$ cat config.mk
export PLATFORM = sky130hd
export DESIGN_NAME = cips_sequencer
export DESIGN_NICKNAME = d
export VERILOG_FILES = /design/src/cips_int_pulse.v /design/src/cips_ms_tick.v /design/src/cips_sequencer.v
export VERILOG_INCLUDE_DIRS = /design/src /design/src/pkg
export SDC_FILE = /design/constraint.sdc
export NUM_CORES = 1
export LEC_CHECK = 0
export BUFFER_PORTS_ARGS = -buffer_cell sky130_fd_sc_hd__buf_2
export CAP_MARGIN = 20
export CORE_ASPECT_RATIO = 0.7
export CORE_UTILIZATION = 53
export DETAILED_ROUTE_END_ITERATION = 8
export MAX_ROUTING_LAYER = met4
export PLACE_DENSITY = 0.75
export RECOVER_POWER = 100
export SYNTH_ARGS = -nofsm -noshare
export SYNTH_HDL_FRONTEND = slang
export SYNTH_HIERARCHICAL = 1
export SYNTH_SLANG_ARGS = --single-unit
$ cat constraint.sdc
create_clock -name mclk_in -period 2.4 [get_ports mclk_in]
set_input_delay 0 -clock mclk_in [delete_from_list [all_inputs] [get_ports mclk_in]]
set_output_delay 0 -clock mclk_in [all_outputs]
set_load 0.005 [all_outputs]
$ cat src/pkg/cips_consts.vh
`ifndef CIPS_CONSTS_VH
`define CIPS_CONSTS_VH
// ==========================================
// register offsets
`define CIPS_ADDR_CTRL 4'h0
`define CIPS_ADDR_ILIM 4'h1
`define CIPS_ADDR_VLIM 4'h2
`define CIPS_ADDR_VOFS 4'h3
`define CIPS_ADDR_STAT 4'h4
// ==========================================
// control field positions
`define CIPS_CTRL_AUTO 0
`define CIPS_CTRL_HIZ 1
`define CIPS_CTRL_FORCE 2
`define CIPS_CTRL_ABSV 3
`define CIPS_CTRL_CHGEN 4
// ==========================================
// reset values
`define CIPS_CTRL_RST 8'h01
`define CIPS_ILIM_RST 8'h08
`define CIPS_VLIM_RST 8'h2c
`define CIPS_VOFS_RST 8'h06
// ==========================================
// limit codes, 50 ma steps; source type codes
`define CIPS_ILIM_500MA 8'h0a
`define CIPS_ILIM_1500MA 8'h1e
`define CIPS_ILIM_200MA 8'h04
`define CIPS_TYPE_HOST 3'h1
`define CIPS_TYPE_ADAPTER 3'h2
// ==========================================
// timing
`define CIPS_CLK_HZ 25000000
`define CIPS_BIAS_DELAY_MS 220
`define CIPS_RETRY_MS 2000
`define CIPS_QUAL_MS 30
`define CIPS_INT_PULSE_NS 256000
`define CIPS_MS_CYCLES (`CIPS_CLK_HZ / 1000)
`define CIPS_INT_CYCLES (`CIPS_INT_PULSE_NS / 40)
`endif

$ cat src/cips_int_pulse.v
`default_nettype none
`include "cips_consts.vh"
// ==========================================
// fixed-length low interrupt pulse
module cips_int_pulse #(
  parameter integer CYCLES = `CIPS_INT_CYCLES
) (
  input wire clk_in,
  input wire rst_n_in,
  input wire fire_in,
  output reg int_n_out
);
  reg [15:0] cnt_q;
  reg [3:0] pend_q;
  // events landing during a pulse are queued, up to 15 pending, so none merge
  always @(posedge clk_in) begin
    if (!rst_n_in) begin
      cnt_q <= 16'h0;
      pend_q <= 4'h0;
      int_n_out <= 1'b1;
    end else begin
      if (cnt_q != 16'h0) begin
        cnt_q <= cnt_q - 16'h1;
        if (cnt_q == 16'h1)
          int_n_out <= 1'b1;
        if (fire_in && pend_q != 4'hf)
          pend_q <= pend_q + 4'h1;
      end else if (!int_n_out) begin
        int_n_out <= 1'b1;
      end else if (fire_in || pend_q != 4'h0) begin
        cnt_q <= CYCLES[15:0];
        int_n_out <= 1'b0;
        if (!fire_in)
          pend_q <= pend_q - 4'h1;
      end
    end
  end
endmodule
`default_nettype wire

$ cat src/cips_ms_tick.v
`default_nettype none
`include "cips_consts.vh"
// ==========================================
// millisecond enable divider
module cips_ms_tick #(
  parameter integer CYCLES = `CIPS_MS_CYCLES
) (
  input wire clk_in,
  input wire rst_n_in,
  output reg tick_out
);
  reg [31:0] cnt_q;
  always @(posedge clk_in) begin
    if (!rst_n_in) begin
      cnt_q <= 32'h0;
      tick_out <= 1'b0;
    end else if (cnt_q == CYCLES - 1) begin
      cnt_q <= 32'h0;
      tick_out <= 1'b1;
    end else begin
      cnt_q <= cnt_q + 32'h1;
      tick_out <= 1'b0;
    end
  end
endmodule
`default_nettype wire

$ cat src/cips_sequencer.v
// Implementation choices: strobed register access and the register addresses.
`default_nettype none
`include "cips_consts.vh"
// Functional notes
// RL1 - supply release resets registers, bus ready
// RL2 - battery only: switch on, bias off
// RL3 - discharge overcurrent opens switch until attach
// RL4 - attach sequence runs strictly in order
// RL5 - bias on: uvlo, sleep margin, 220ms
// RL6 - any condition false: high impedance, bias off
// RL7 - qualify: below overvoltage, above minimum loaded
// RL8 - qualified: set good flag, pulse interrupt
// RL9 - failed qualification retries every 2 seconds
// RL10 - auto detect: detect, pulse, limit, good
// RL11 - auto off: detection skipped, fields kept
// RL12 - register value is applied current limit
// RL13 - select pin picks 500ma or 1.5a
// RL14 - host high-z request enters high impedance
// RL15 - force detect reruns, self clears
// RL16 - absolute select: host writes voltage limit
// RL17 - relative select: device computes voltage limit
// RL18 - voltage limit set: pulse interrupt
// RL19 - converter on; switch follows charge enable
// RL20 - low system rail clamps limit 200ma
// RL21 - regulation sets voltage/current active flags
// RL22 - overload below battery closes switch
// RL23 - interrupt is one fixed low pulse
module cips_sequencer #(
  parameter integer BIAS_DELAY_MS = `CIPS_BIAS_DELAY_MS,
  parameter integer RETRY_MS = `CIPS_RETRY_MS,
  parameter integer QUAL_MS = `CIPS_QUAL_MS,
  parameter integer MS_CYCLES = `CIPS_MS_CYCLES,
  parameter integer INT_CYCLES = `CIPS_INT_CYCLES
) (
  input wire mclk_in,
  input wire rst_n_in,
  input wire [3:0] addr_in,
  input wire [7:0] wdata_in,
  input wire wr_in,
  input wire rd_in,
  output reg [7:0] rdata_out,
  input wire vbus_uvlo_ok_in,
  input wire vbus_above_sleep_in,
  input wire vbus_ovp_in,
  input wire vbus_min_ok_in,
  input wire bat_above_depl_in,
  input wire bat_ocp_in,
  input wire source_select_pin_in,
  input wire sys_above_2v2_in,
  input wire sys_below_bat_in,
  input wire iin_over_in,
  input wire vin_under_in,
  input wire chg_current_zero_in,
  input wire [7:0] vbus_code_in,
  output reg battery_switch_out,
  output reg bias_regulator_out,
  output reg high_impedance_mode_out,
  output reg test_load_out,
  output reg converter_en_out,
  output reg chg_reduce_out,
  output reg [7:0] ilim_applied_out,
  output reg [7:0] vlim_applied_out,
  output reg host_interrupt_n_out
);
  // ==========================================
  // states
  localparam [2:0] ST_IDLE = 3'h0;
  localparam [2:0] ST_DELAY = 3'h1;
  localparam [2:0] ST_QUAL = 3'h2;
  localparam [2:0] ST_RETRY = 3'h3;
  localparam [2:0] ST_DETECT = 3'h4;
  localparam [2:0] ST_VSET = 3'h5;
  localparam [2:0] ST_RUN = 3'h6;

  wire ms_tick;
  wire int_n;
  reg [2:0] state_q;
  reg [11:0] ms_q;
  reg [7:0] ctrl_q;
  reg [7:0] ilim_q;
  reg [7:0] vlim_q;
  reg [7:0] vofs_q;
  reg [2:0] src_type_q;
  reg input_good_q;
  reg power_good_q;
  reg host_port_q;
  reg speed_q;
  reg vlim_act_q;
  reg ilim_act_q;
  reg ocp_latch_q;
  reg fire_q;
  reg vbus_seen_q;
  reg [7:0] clamp_d;
  reg bias_ok;
  wire hz_req;
  wire attach;

  cips_ms_tick #(.CYCLES(MS_CYCLES)) u_tick (
    .clk_in(mclk_in),
    .rst_n_in(rst_n_in),
    .tick_out(ms_tick)
  );

  cips_int_pulse #(.CYCLES(INT_CYCLES)) u_int (
    .clk_in(mclk_in),
    .rst_n_in(rst_n_in),
    .fire_in(fire_q),
    .int_n_out(int_n)
  );

  assign hz_req = ctrl_q[`CIPS_CTRL_HIZ];
  assign attach = vbus_uvlo_ok_in && !vbus_seen_q;

  always @* begin
    bias_ok = vbus_uvlo_ok_in && vbus_above_sleep_in && !hz_req; // RL5 RL14
  end

  // ==========================================
  // power-up sequence
  always @(posedge mclk_in) begin
    if (!rst_n_in) begin
      state_q <= ST_IDLE; // RL1
      ms_q <= 12'h0;
      ctrl_q <= `CIPS_CTRL_RST;
      ilim_q <= `CIPS_ILIM_RST;
      vlim_q <= `CIPS_VLIM_RST;
      vofs_q <= `CIPS_VOFS_RST;
      src_type_q <= 3'h0;
      input_good_q <= 1'b0;
      power_good_q <= 1'b0;
      host_port_q <= 1'b0;
      speed_q <= 1'b0;
      fire_q <= 1'b0;
      vbus_seen_q <= 1'b0;
      ocp_latch_q <= 1'b0;
    end else begin
      fire_q <= 1'b0;
      vbus_seen_q <= vbus_uvlo_ok_in;
      if (bat_ocp_in)
        ocp_latch_q <= 1'b1; // RL3
      else if (attach)
        ocp_latch_q <= 1'b0; // RL3
      if (wr_in) begin
        case (addr_in)
          `CIPS_ADDR_CTRL: ctrl_q <= wdata_in;
          `CIPS_ADDR_ILIM: ilim_q <= wdata_in; // RL12
          `CIPS_ADDR_VLIM: if (ctrl_q[`CIPS_CTRL_ABSV]) vlim_q <= wdata_in; // RL16
          `CIPS_ADDR_VOFS: vofs_q <= wdata_in;
          default: ;
        endcase
      end
      if (!bias_ok) begin
        state_q <= ST_IDLE; // RL6
        ms_q <= 12'h0;
        input_good_q <= 1'b0;
        power_good_q <= 1'b0;
      end else begin
        case (state_q)
          ST_IDLE: begin
            state_q <= ST_DELAY; // RL4
            ms_q <= 12'h0;
          end
          ST_DELAY: if (ms_tick) begin
            if (ms_q == BIAS_DELAY_MS - 1) begin
              state_q <= ST_QUAL; // RL5
              ms_q <= 12'h0;
            end else
              ms_q <= ms_q + 12'h1;
          end
          ST_QUAL: if (ms_tick) begin
            if (ms_q == QUAL_MS - 1) begin
              ms_q <= 12'h0;
              if (!vbus_ovp_in && vbus_min_ok_in) begin
                input_good_q <= 1'b1; // RL8
                fire_q <= 1'b1; // RL8
                state_q <= ctrl_q[`CIPS_CTRL_AUTO] ? ST_DETECT : ST_VSET; // RL10 RL11
              end else
                state_q <= ST_RETRY; // RL9
            end else
              ms_q <= ms_q + 12'h1;
          end
          ST_RETRY: if (ms_tick) begin
            if (ms_q == RETRY_MS - 1) begin
              state_q <= ST_QUAL; // RL9
              ms_q <= 12'h0;
            end else
              ms_q <= ms_q + 12'h1;
          end
          ST_DETECT: begin
            if (source_select_pin_in) begin
              ilim_q <= `CIPS_ILIM_500MA; // RL13
              host_port_q <= 1'b1;
              src_type_q <= `CIPS_TYPE_HOST;
              speed_q <= 1'b0;
            end else begin
              ilim_q <= `CIPS_ILIM_1500MA; // RL13
              host_port_q <= 1'b0;
              src_type_q <= `CIPS_TYPE_ADAPTER;
              speed_q <= 1'b1;
            end
            power_good_q <= 1'b1; // RL10
            fire_q <= 1'b1; // RL10
            // a fresh host request in the closing cycle wins over the self-clear
            if (!(wr_in && addr_in == `CIPS_ADDR_CTRL && wdata_in[`CIPS_CTRL_FORCE]))
              ctrl_q[`CIPS_CTRL_FORCE] <= 1'b0; // RL15
            state_q <= (state_q == ST_DETECT && input_good_q && converter_en_out) ? ST_RUN : ST_VSET;
          end
          ST_VSET: begin
            if (!ctrl_q[`CIPS_CTRL_ABSV])
              vlim_q <= vbus_code_in - vofs_q; // RL17
            fire_q <= 1'b1; // RL18
            state_q <= ST_RUN; // RL4
          end
          ST_RUN: begin
            if (ctrl_q[`CIPS_CTRL_FORCE])
              state_q <= ST_DETECT; // RL15
          end
          default: state_q <= ST_IDLE;
        endcase
      end
    end
  end

  // ==========================================
  // limits and power path outputs
  always @* begin
    clamp_d = ilim_q; // RL12
    if (!sys_above_2v2_in && ilim_q > `CIPS_ILIM_200MA)
      clamp_d = `CIPS_ILIM_200MA; // RL20
  end

  always @(posedge mclk_in) begin
    if (!rst_n_in) begin
      battery_switch_out <= 1'b0;
      bias_regulator_out <= 1'b0;
      high_impedance_mode_out <= 1'b1;
      test_load_out <= 1'b0;
      converter_en_out <= 1'b0;
      chg_reduce_out <= 1'b0;
      ilim_applied_out <= `CIPS_ILIM_RST;
      vlim_applied_out <= `CIPS_VLIM_RST;
      vlim_act_q <= 1'b0;
      ilim_act_q <= 1'b0;
      host_interrupt_n_out <= 1'b1;
      rdata_out <= 8'h0;
    end else begin
      host_interrupt_n_out <= int_n; // RL23
      bias_regulator_out <= bias_ok && state_q != ST_IDLE && state_q != ST_DELAY; // RL5 RL6
      high_impedance_mode_out <= !(bias_ok && state_q != ST_IDLE && state_q != ST_DELAY); // RL6 RL14
      test_load_out <= state_q == ST_QUAL; // RL7
      converter_en_out <= bias_ok && state_q == ST_RUN; // RL19
      ilim_applied_out <= clamp_d; // RL20
      vlim_applied_out <= vlim_q;
      ilim_act_q <= converter_en_out && iin_over_in; // RL21
      vlim_act_q <= converter_en_out && vin_under_in; // RL21
      chg_reduce_out <= converter_en_out && (iin_over_in || vin_under_in); // RL21
      if (ocp_latch_q || bat_ocp_in)
        battery_switch_out <= 1'b0; // RL3
      else if (converter_en_out)
        battery_switch_out <= ctrl_q[`CIPS_CTRL_CHGEN] ||
          (chg_current_zero_in && (iin_over_in || vin_under_in) && sys_below_bat_in); // RL19 RL22
      else
        battery_switch_out <= bat_above_depl_in; // RL2
      rdata_out <= 8'h0;
      if (rd_in) begin
        case (addr_in)
          `CIPS_ADDR_CTRL: rdata_out <= ctrl_q; // RL1
          `CIPS_ADDR_ILIM: rdata_out <= ilim_q;
          `CIPS_ADDR_VLIM: rdata_out <= vlim_q;
          `CIPS_ADDR_VOFS: rdata_out <= vofs_q;
          `CIPS_ADDR_STAT: rdata_out <= {input_good_q, power_good_q, src_type_q,
                                         host_port_q, vlim_act_q, ilim_act_q};
          default: rdata_out <= 8'h0;
        endcase
      end
    end
  end
endmodule
`default_nettype wire
Yosys cells after proc, flatten, opt, wreduce, memory -nomap -nowiden
Cells that the tools add are included.

Input bits: 36. Register bits after elaboration: 143.

Eq/ne operators: 27. Bitwise logic cells: 1. $lt $le $gt $ge: 1. Mux-type cells: 58. Reduce and logical (&&, ||, !) cells: 50. $add $sub $neg: 6.

Operators by type and width (count): $mux W8 (10); $mux W12 (6); $mux W16 (3); $pmux W12 S4 (1); $pmux W8 S5 (1); $add A32 B1 Y32 const B (1); $eq A32 B15 Y1 const B (1); $mux W3 (10); $mux W4 (6); $pmux W3 S7 (1); $logic_and A1 B1 Y1 (18); $eq A16 B1 Y1 const B (1); $mux W1 (16); $reduce_bool A16 Y1 (1); $sub A16 B1 Y16 const B (1); $add A12 B1 Y12 const B (1); $eq A12 B11 Y1 const B (1); $eq A12 B5 Y1 const B (1); $eq A12 B8 Y1 const B (1); $ne A2 B2 Y1 const B (6); $reduce_and A2 Y1 (6); $reduce_and A4 Y1 (3); $eq A3 B3 Y1 const B (3); $eq A4 B2 Y1 const B (2); 24 further kinds (42).

Depth between registers and ports, before layout
Gate-level depths: netlist (run 1).

Depth in word-level cells: 6. Gate-level depth with buffers: 10.

By module
Netlist (run 1), hierarchy kept.

By module, submodules not included: cips_sequencer (instances 1, cells an instance 433, seq. area each 1741.7 µm², area an instance 3875.0 µm²); cips_ms_tick (instances 1, cells an instance 194, seq. area each 660.6 µm², area an instance 1740.4 µm²); cips_int_pulse (instances 1, cells an instance 140, seq. area each 420.4 µm², area an instance 1209.9 µm²).

Least setup slack after synthesis (run 1)
No wires, ideal clock.

Path kind: register -> register. From: register u_int.cnt_q[2]. To: register u_int.pend_q[2]. Buffers on the path: 0. Setup time: 0.072 ns. Setup slack: 0.209 ns. Stages on the path, launching flop included: 9. Clock period less this slack: 2.191 ns. Arrival: 2.120 ns. Cells stage by stage: dfxtp_1 > nor4_4 > nand4_1 > xnor2_1 > ha_1 > nor4b_1 > nand2_1 > mux2i_1 > mux2i_1.

Longest elaborated chain between the ends: 3. Elaborated cells on any way between the ends: 7. Those cells by class: eq/ne: 2; mux: 1; reduce/logical: 4.

Ends and longest elaborated chain: start: declaration (RTL line cips_int_pulse.v:13) `reg [15:0] cnt_q;`; start signal: assignment (RTL line cips_int_pulse.v:23) `cnt_q <= cnt_q - 16'h1;`; start signal: assignment (RTL line cips_int_pulse.v:31) `cnt_q <= CYCLES[15:0];`; $reduce_bool A16 Y1 (*) (RTL line cips_int_pulse.v:22) `if (cnt_q != 16'h0) begin`; $ne A2 B2 Y1 (no source line) (tied with other cells); $reduce_and A4 Y1 (no source line); end signal: assignment (RTL line cips_int_pulse.v:27) `pend_q <= pend_q + 4'h1;`; end signal: assignment (RTL line cips_int_pulse.v:34) `pend_q <= pend_q - 4'h1;`; end: declaration (RTL line cips_int_pulse.v:14) `reg [3:0] pend_q;`.

Mark *: on every way between the ends. The rest lies on a longest branch, timed or not. A chain may end at the register's enable or synchronous reset.

Worst setup path after layout (run 1)
From: register u_int.cnt_q[1]. To: register u_int.pend_q[2].

The elaborated chain is that of the path after synthesis.

==> flow_summary.ini, run 1 <==
[sta]
final_period_minus_worst_setup_slack_ns = 2.22
slew_headroom_pct = 44.3
fin_setup_tns_ns = 0
maximum_clock_frequency_mhz = 450
worst_slack_ns = 0.178
tightest_slew_ns = 0.836
finalHoldViolations = 0
finalSetupViolations = 0
final_min_period_over_clock_period_pct = 92.6
clock-skew-final_ns = 0.00837
drv_slew = 0

[logic_synthesis]
yosysMostFrequentCell = dfxtp_1
synth_fa_ha_area_share_pct = 3.04
synth_enable_flop_cells = 0
synth_area_per_cell_um2 = 8.90
seq_total_area_yosys_pct = 41.4
postSynth.asyncResetShare_pct = 0
post_synth_xor_area_fraction_pct = 3.08
combinational_family_with_the_most_area_after_synthesis = simple AND/OR/NAND/NOR gates
netlist_instances = 767
synth.lib_cells_used.distinct = 75
syn-num-nets = 819
synth_area_mm2 = 0.00683
synth_compound_area_share_pct = 16.6
synth-simple-area-share_pct = 27.8
synthMuxAreaShare_pct = 3.70
synth_largest_type_area_fraction_pct = 41.4
netlist_top_cells_count = 141 x dfxtp_1, 83 x nand2_1, 50 x nand3_1
yosys.area.top_type = dfxtp_1
dominant_cells_by_area_after_synthesis = dfxtp_1 41%, nand2_1 4.6%, nand3_1 3.7%, a21oi_1 3.4%, ha_1 2.7%
yosysWarnings = 6
postSynthRegisterBits = 141
synth_top_flop_cell = dfxtp_1

[clock_network]
ctsHtreeMaxLevel = 4
worst_setup_hold_path_clk_slew_ns = 0.07
cts_made_buffers = 17
clock-sinks = 141
root_buffer = clkbuf_16
maximum_buffer_depth_of_the_clock_tree = 2
clock_tree_from_tritoncts = yes
worst_skew_pair.late_latency_ns = 0.42

[floorplanning]
ioPinCount = 67
die_width_um = 138
dieArea_mm2 = 0.0133
die_h_um = 96.9
placeableCoreArea_mm2 = 0.0125
floorplan.rows = 34
initial_core_utilization_pct = 54.6

[pwr]
totalPowerFinal_mw = 6.40
power-per-cell-area_mw_per_mm2 = 802
power_switching_mw = 1.95
worst_ir_drop_vdd_v = 0.000897
leakage_nw = 2.99
sequentialPowerShare_pct = 40.7
clockPowerShare_pct = 40.5
switching_share_pct = 30.5
power.internal_mw = 4.45
comb_power_share_pct = 18.8

[drt]
totalWireLength_um = 17200
drt_iter0_markers = 438
wire_per_inst_um = 16.8
dr_total_vias = 6160
drc_errors = 0
ant_nets = 0
routed_via_density = 6.03
drtPass1Iterations = 5

[critical_path]
cp.arrival_ns = 2.57
timing.critical_path.to_type = flip-flop
timing.critical_path.cells = inv_1 -> ha_2 -> nor3b_2 -> nand4_1 -> xnor2_1 -> ha_1 -> nor4b_2 -> nand2_1 -> mux2i_1 -> mux2i_1
kind_of_critical_path = flip-flop to flip-flop
crit_path_max_fanout = 4
critical-path-top-delay-family = simple AND/OR/NAND/NOR gates
worst_ep_required_time_ns = 2.75
worst_r2r_startpoint = u_int/cnt_q[1]$_SDFFE_PN0P_
worst_r2r_endpoint = u_int/pend_q[2]$_SDFFE_PN0P_
cpMaxStageDelayCell = dfxtp_1
rrSetupSlack_ns = 0.18
worst_r2r_path_depth = 10
crit_path_start_kind = flip-flop
crit_path_max_incr_delay_ns = 0.33
worst_path_most_repeated_cell = mux2i_1
sum_of_buffers_and_inverters_on_the_critical_path = 1

[status]
outcome = finished clean

[place]
gp_congestion = 0.894
place.detailed.hpwl_um = 12000
placement.io_buffers = 66
detailedPlace.worstSlack_ns = 0.125

[min_path]
holdPathStages = 4
min-delay-start = vbus_code_in[7]
hold_end = vlim_q[7]$_SDFF_PN0_
hp-class = primary input to flip-flop

[final_layout]
multi_input_comb_area_mm2 = 0.00370
fill_cells = 1088
area.growth.synth_to_final_pct = 17.0
antenna_cells = 0
num-nets-final = 899
layout.area.seq_mm2 = 0.00282
share_of_layout_cells_above_drive_strength_1_pct = 14.7

[grt]
grt_first_pass_wirelength_um = 28600
grt_pass1_vias = 5879
track_usage_pct = 28.0
grt_overflow_total = 0
grt_antenna_before_repair = 0
grt_start_max_net_pins = 47

[job]
max-cap-violations = 0
-- cell families after synthesis --
family / after synthesis
AND/OR/NAND/NOR: 336
multiplexers: 24
AO/OA/AOI/OAI: 164
buffers and inverters: 62
flip-flops: 141
adder cells (fa/ha/maj): 16
XOR/XNOR: 24
-- metrics by stage --
stage	std cells	cell area, um2	util [%]	hold WS [ns]
6_report	1022	7980	63.8	0.0346
3_3_place_gp	971	7280	58.2	0.182
4_1_cts	1022	8050	64.4	0.0150
3_5_place_dp	971	7280	58.2	0.205
5_1_grt	1022	7980	63.8	0.0483
2_1_floorplan	767	6830	-	0.0793
-- per-layer routing --
layer	wire length [um]	up-vias	GRT usage, %
li1	-	2969	-
met1	7980	2944	37.2
met2	7910	215	42.2
met3	1010	32	5.56
met4	281	0	9.47
met5	0	-	-
-- worst register-to-register path: cells and delay by family (launching register included) --
family	cells	cell delay, ns
flip-flops	1	0.33
XOR/XNOR	1	0.17
multiplexers	2	0.40
adder cells (fa/ha/maj)	2	0.44
buffers and inverters	1	0.12
AND/OR/NAND/NOR	4	0.67
-- flip-flops by register name (all words and copies together) (netlist names), 2 cells and up --
signal,cells
rdata_out,8
ilim_q,8
ms_q,12
u_int/cnt_q,16
src_type_q,2
vofs_q,8
vlim_applied_out,8
u_tick/cnt_q,32
ilim_applied_out,8
ctrl_q,8
u_int/pend_q,4
state_q,3
vlim_q,8
-- repair_timing --
action / 4_1_cts / 5_1_grt
setup buffers: 0 / 0
endpoints found under the hold margin: 39 / 0
resized for setup: 0 / 4
endpoints found under the setup margin: 0 / 1
hold buffers: 19 / 0
-- area by class of cell --
cell class                 count  share of cell area [%]
timing repair buffer         100                    7.40
sequential                   141                    35.4
clock inverter                15                    1.97
tap                          162                    2.54
clock buffer                  17                    5.33
multi-input combinational    564                    46.3
inverter                      23                    1.08
-- placed cells by master (no fill, tap or decap), types with 14 or more instances in the layout --
cell type / n
inv_1: 21
o31ai_1: 15
clkbuf_16: 17
nand3_1: 50
dlygate4sd3_1: 19
clkbuf_1: 22
nand2_1: 83
a21boi_0: 15
nor2_1: 48
o21ai_0: 26
a21oi_1: 51
nand2b_1: 15
nand4_1: 20
ha_1: 14
buf_2: 48
dfxtp_1: 141
mux2i_1: 17
-- power by group through the flow --
| stage | clock [mW] | sequential (mW) | combinational [mW] |
|---|---|---|---|
| after floorplan | 0 | 2.61 | 0.872 |
| after global placement | 0 | 2.64 | 1.13 |
| after detailed placement | 0 | 2.65 | 1.17 |
| after CTS | 2.63 | 2.60 | 1.22 |
| after global routing | 2.74 | 2.62 | 1.33 |
| final | 2.60 | 2.60 | 1.20 |
-- worst max path at each step --
stage                                 startpoint                      endpoint  slack [ns]  cells past startpoint
finish               u_int/cnt_q[1]$_SDFFE_PN0P_  u_int/pend_q[2]$_SDFFE_PN0P_        0.18                     10
global route        u_int/cnt_q[13]$_SDFFE_PN0P_  u_int/pend_q[2]$_SDFFE_PN0P_       -0.05                      9
CTS                  u_int/cnt_q[0]$_SDFFE_PN0P_  u_int/pend_q[2]$_SDFFE_PN0P_        0.08                     10
detailed placement   u_int/cnt_q[0]$_SDFFE_PN0P_  u_int/pend_q[2]$_SDFFE_PN0P_        0.12                     10
global placement     u_int/cnt_q[0]$_SDFFE_PN0P_  u_int/pend_q[2]$_SDFFE_PN0P_        0.25                     10
floorplan            u_int/cnt_q[2]$_SDFFE_PN0P_  u_int/pend_q[2]$_SDFFE_PN0P_        0.21                      8
Power figures use the tool's default switching activity.
==> run 2: changes to the inputs <==
- ABC_AREA: default -> 1
- CORE_UTILIZATION: 53 -> 54
==> run 2 against run 1 <==
Effect of this change:
- the run now ends with design-rule violations, negative hold slack left
- critical path type is now primary input to flip-flop
- area after synthesis rose by 6.6%
- total power grew 4.3%
- highest routed layer unchanged
- largest cell class unchanged
- cell count up 28%
- synthesized cell count rose by 34%
==> flow_summary.ini, run 2 <==
[clock_network]
clock-sinks = 141
cts_hold_buf = 25
worst_setup_hold_path_clk_slew_ns = 0.06
root_buffer = clkbuf_16
cts.repair_timing.setup_buffer_count = 0
cts_repair_resize_count = 0
worst_skew_pair.late_latency_ns = 0.42
ctsHtreeMaxLevel = 4
maximum_buffer_depth_of_the_clock_tree = 2
clock_tree_from_tritoncts = yes
cts_made_buffers = 17

[grt]
grt_overflow_total = 0
grt_pass1_vias = 6002
track_usage_pct = 27.0
grt_antenna_before_repair = 1
grt_first_pass_wirelength_um = 28900
grt_start_max_net_pins = 45

[pwr]
switching_share_pct = 33.8
sequentialPowerShare_pct = 39.2
comb_power_share_pct = 23.1
worst_ir_drop_vdd_v = 0.000590
leakage_nw = 3.63
power-per-cell-area_mw_per_mm2 = 794
power.internal_mw = 4.42
power_switching_mw = 2.26
clockPowerShare_pct = 37.7

[drt]
drtPass1Iterations = 7
totalWireLength_um = 17500
drt_iter0_markers = 644
drc_errors = 2
dr_total_vias = 6751
wire_per_inst_um = 13.4
routed_via_density = 5.17
ant_nets = 0

[logic_synthesis]
synth_largest_type_area_fraction_pct = 38.8
synth_top_flop_cell = dfxtp_1
synth_area_mm2 = 0.00728
synth.lib_cells_used.distinct = 44
synth_area_per_cell_um2 = 7.08
syn-num-nets = 1080
yosys.area.top_type = dfxtp_1
seq_total_area_yosys_pct = 38.8
yosysMostFrequentCell = nand2_1
postSynth.asyncResetShare_pct = 0
netlist_top_cells_count = 230 x nand2_1, 145 x nor2_1, 141 x dfxtp_1
yosysWarnings = 6
postSynthRegisterBits = 141
netlist_instances = 1028
synth_enable_flop_cells = 0
dominant_cells_by_area_after_synthesis = dfxtp_1 39%, nand2_1 12%, nor2_1 7.5%, inv_1 7.0%, a21oi_1 3.9%

[sta]
final_min_period_over_clock_period_pct = 88.8
clock-skew-final_ns = 0.0123
rsz0062_at_grt = false
fin_setup_tns_ns = 0
whs_ns = -0.00970
finalSetupViolations = 0
final_period_minus_worst_setup_slack_ns = 2.13
finalHoldViolations = 4
drv_slew = 0
tightest_slew_ns = 0.816
slew_headroom_pct = 45.2
maximum_clock_frequency_mhz = 469

[final_layout]
fill_cells = 1186
layout.cell_area.non_filler_mm2 = 0.00841
num-nets-final = 1178
largest_registers = u_tick/cnt_q x32, u_int/cnt_q x16, ms_q x12
final_common_cell = nand2_1
layout.cells.most_common_list = 233 x nand2_1, 157 x nor2_1, 141 x inv_1, 141 x dfxtp_1, 57 x nand3_1
area.growth.synth_to_final_pct = 15.6
largest_register_ff_count = 32
largest_register = u_tick/cnt_q
share_of_layout_cells_above_drive_strength_1_pct = 12.6

[critical_path]
crit_path_max_incr_delay_ns = 0.54
cpMaxStageDelayCell = dlygate4sd3_1
cp.arrival_ns = 2.42
crit_path_start_kind = primary input
timing.critical_path.to_type = flip-flop
timing.critical_path.cells = dlygate4sd3_1 -> clkbuf_1 -> nor2_1 -> nand3_1 -> nor2_1 -> inv_1 -> o21ai_0 -> a21oi_1
kind_of_critical_path = primary input to flip-flop
crit_path_max_fanout = 10
worst_ep_required_time_ns = 2.69
worst_path_most_repeated_cell = nor2_1

[place]
dpl-instance-area_mm2 = 0.00773
place.detailed.hpwl_um = 12600
placement.io_buffers = 66
gp_congestion = 0.922

[status]
outcome = complete, but fails checks
failed_checks = design-rule violations, negative hold slack

[floorplanning]
ioPinCount = 67
initial_core_utilization_pct = 55.4
die_h_um = 99.1
dieArea_mm2 = 0.0140
floorplan.rows = 35
placeableCoreArea_mm2 = 0.0131
die_width_um = 141

[job]
max-cap-violations = 0

[min_path]
hp-class = primary input to flip-flop
-- run 2: cell count changes in the layout (fill, tap and decap cells not counted), moves of 12 or more --
cell and change:
nor2_1 +109, o21ai_0 +23, nor3_1 +14, a21boi_0 -13, o31ai_1 -13, nor2_2 +23
nor2_4 +12, inv_1 +120, and3_1 -13, mux2i_1 -17, nand2_1 +150, nand2b_1 -15
-- run 2: final timing paths --
check | depth (start not counted) | slack, ns | to | from
setup / recovery | 8 | 0.27 | vofs_q[0]$_SDFFE_PN0P_ | addr_in[3]
hold / removal | 3 | -0.01 | vlim_act_q$_SDFF_PN0_ | rst_n_in
setup reg to reg | 7 | 0.37 | vlim_q[7]$_SDFF_PN0_ | state_q[2]$_SDFFE_PN0P_
hold reg to reg | 2 | 0.44 | vlim_applied_out[1]$_SDFF_PN0_ | vlim_q[1]$_SDFF_PN0_
-- run 2: per-stage QoR --
| step | util [%] | setup WS, ns | total power, mW | hold WS, ns | instances |
|---|---|---|---|---|---|
| after floorplan | - | 0.587 | 3.93 | 0.0842 | 1028 |
| after global placement | 58.9 | 0.496 | 4.22 | 0.225 | 1248 |
| final | 64.0 | 0.268 | 6.68 | -0.00970 | 1306 |
| after CTS | 65.1 | 0.423 | 6.77 | 0.00295 | 1305 |
| after detailed placement | 58.9 | 0.438 | 4.23 | 0.228 | 1248 |
| after global routing | 64.0 | 0.189 | 7.03 | -0.00668 | 1306 |
-- run 2: area by class of cell --
class                   instances  area (um2)  share of cell area, %
multi-input cells             729        3700                   44.0
flip-flops and latches        141        2820                   33.6
repair buffers                 92         569                   6.77
inverters                     145         544                   6.47
clock buffers                  17         425                   5.06
well taps                     166         208                   2.47
clock inverters                15         139                   1.65
diodes                          1        2.50                 0.0297
-- run 2: worst max-delay path, delay by kind of cell --
family	cells	cell delay (ns)
buffers and inverters	3	0.95
AO/OA/AOI/OAI	2	0.37
AND/OR/NAND/NOR	3	1.10
-- run 2: metal layers --
| layer | wire length [um] | vias to the layer above | GRT usage [%] | part of all wire, % |
|---|---|---|---|---|
| met5 | 0 | - | - | 0 |
| met4 | 339 | 0 | 8.61 | 1.9 |
| met3 | 1430 | 33 | 5.68 | 8.2 |
| met2 | 7100 | 291 | 38.5 | 40 |
| met1 | 8650 | 2964 | 37.9 | 49 |
| li1 | - | 3463 | - | - |
-- run 2: cell families (layout without fill, tap and decap cells) --
kind of cell / Yosys count / in the layout / synth area share, %
other cells: 0 / 1 / 0
compound gates: 140 / 140 / 10.8
simple gates: 544 / 544 / 35.3
flops: 141 / 141 / 38.8
fa+ha+maj: 16 / 16 / 2.85
xor+xnor: 29 / 29 / 3.49
buf+inv: 158 / 269 / 8.70
-- run 2: power by group through the flow --
stage / logic (mW) / clock network, mW / registers (mW)
after CTS: 1.60 / 2.55 / 2.62
after global placement: 1.56 / 0 / 2.66
after floorplan: 1.28 / 0 / 2.65
after global routing: 1.73 / 2.67 / 2.64
after detailed placement: 1.56 / 0 / 2.67
final: 1.54 / 2.52 / 2.62
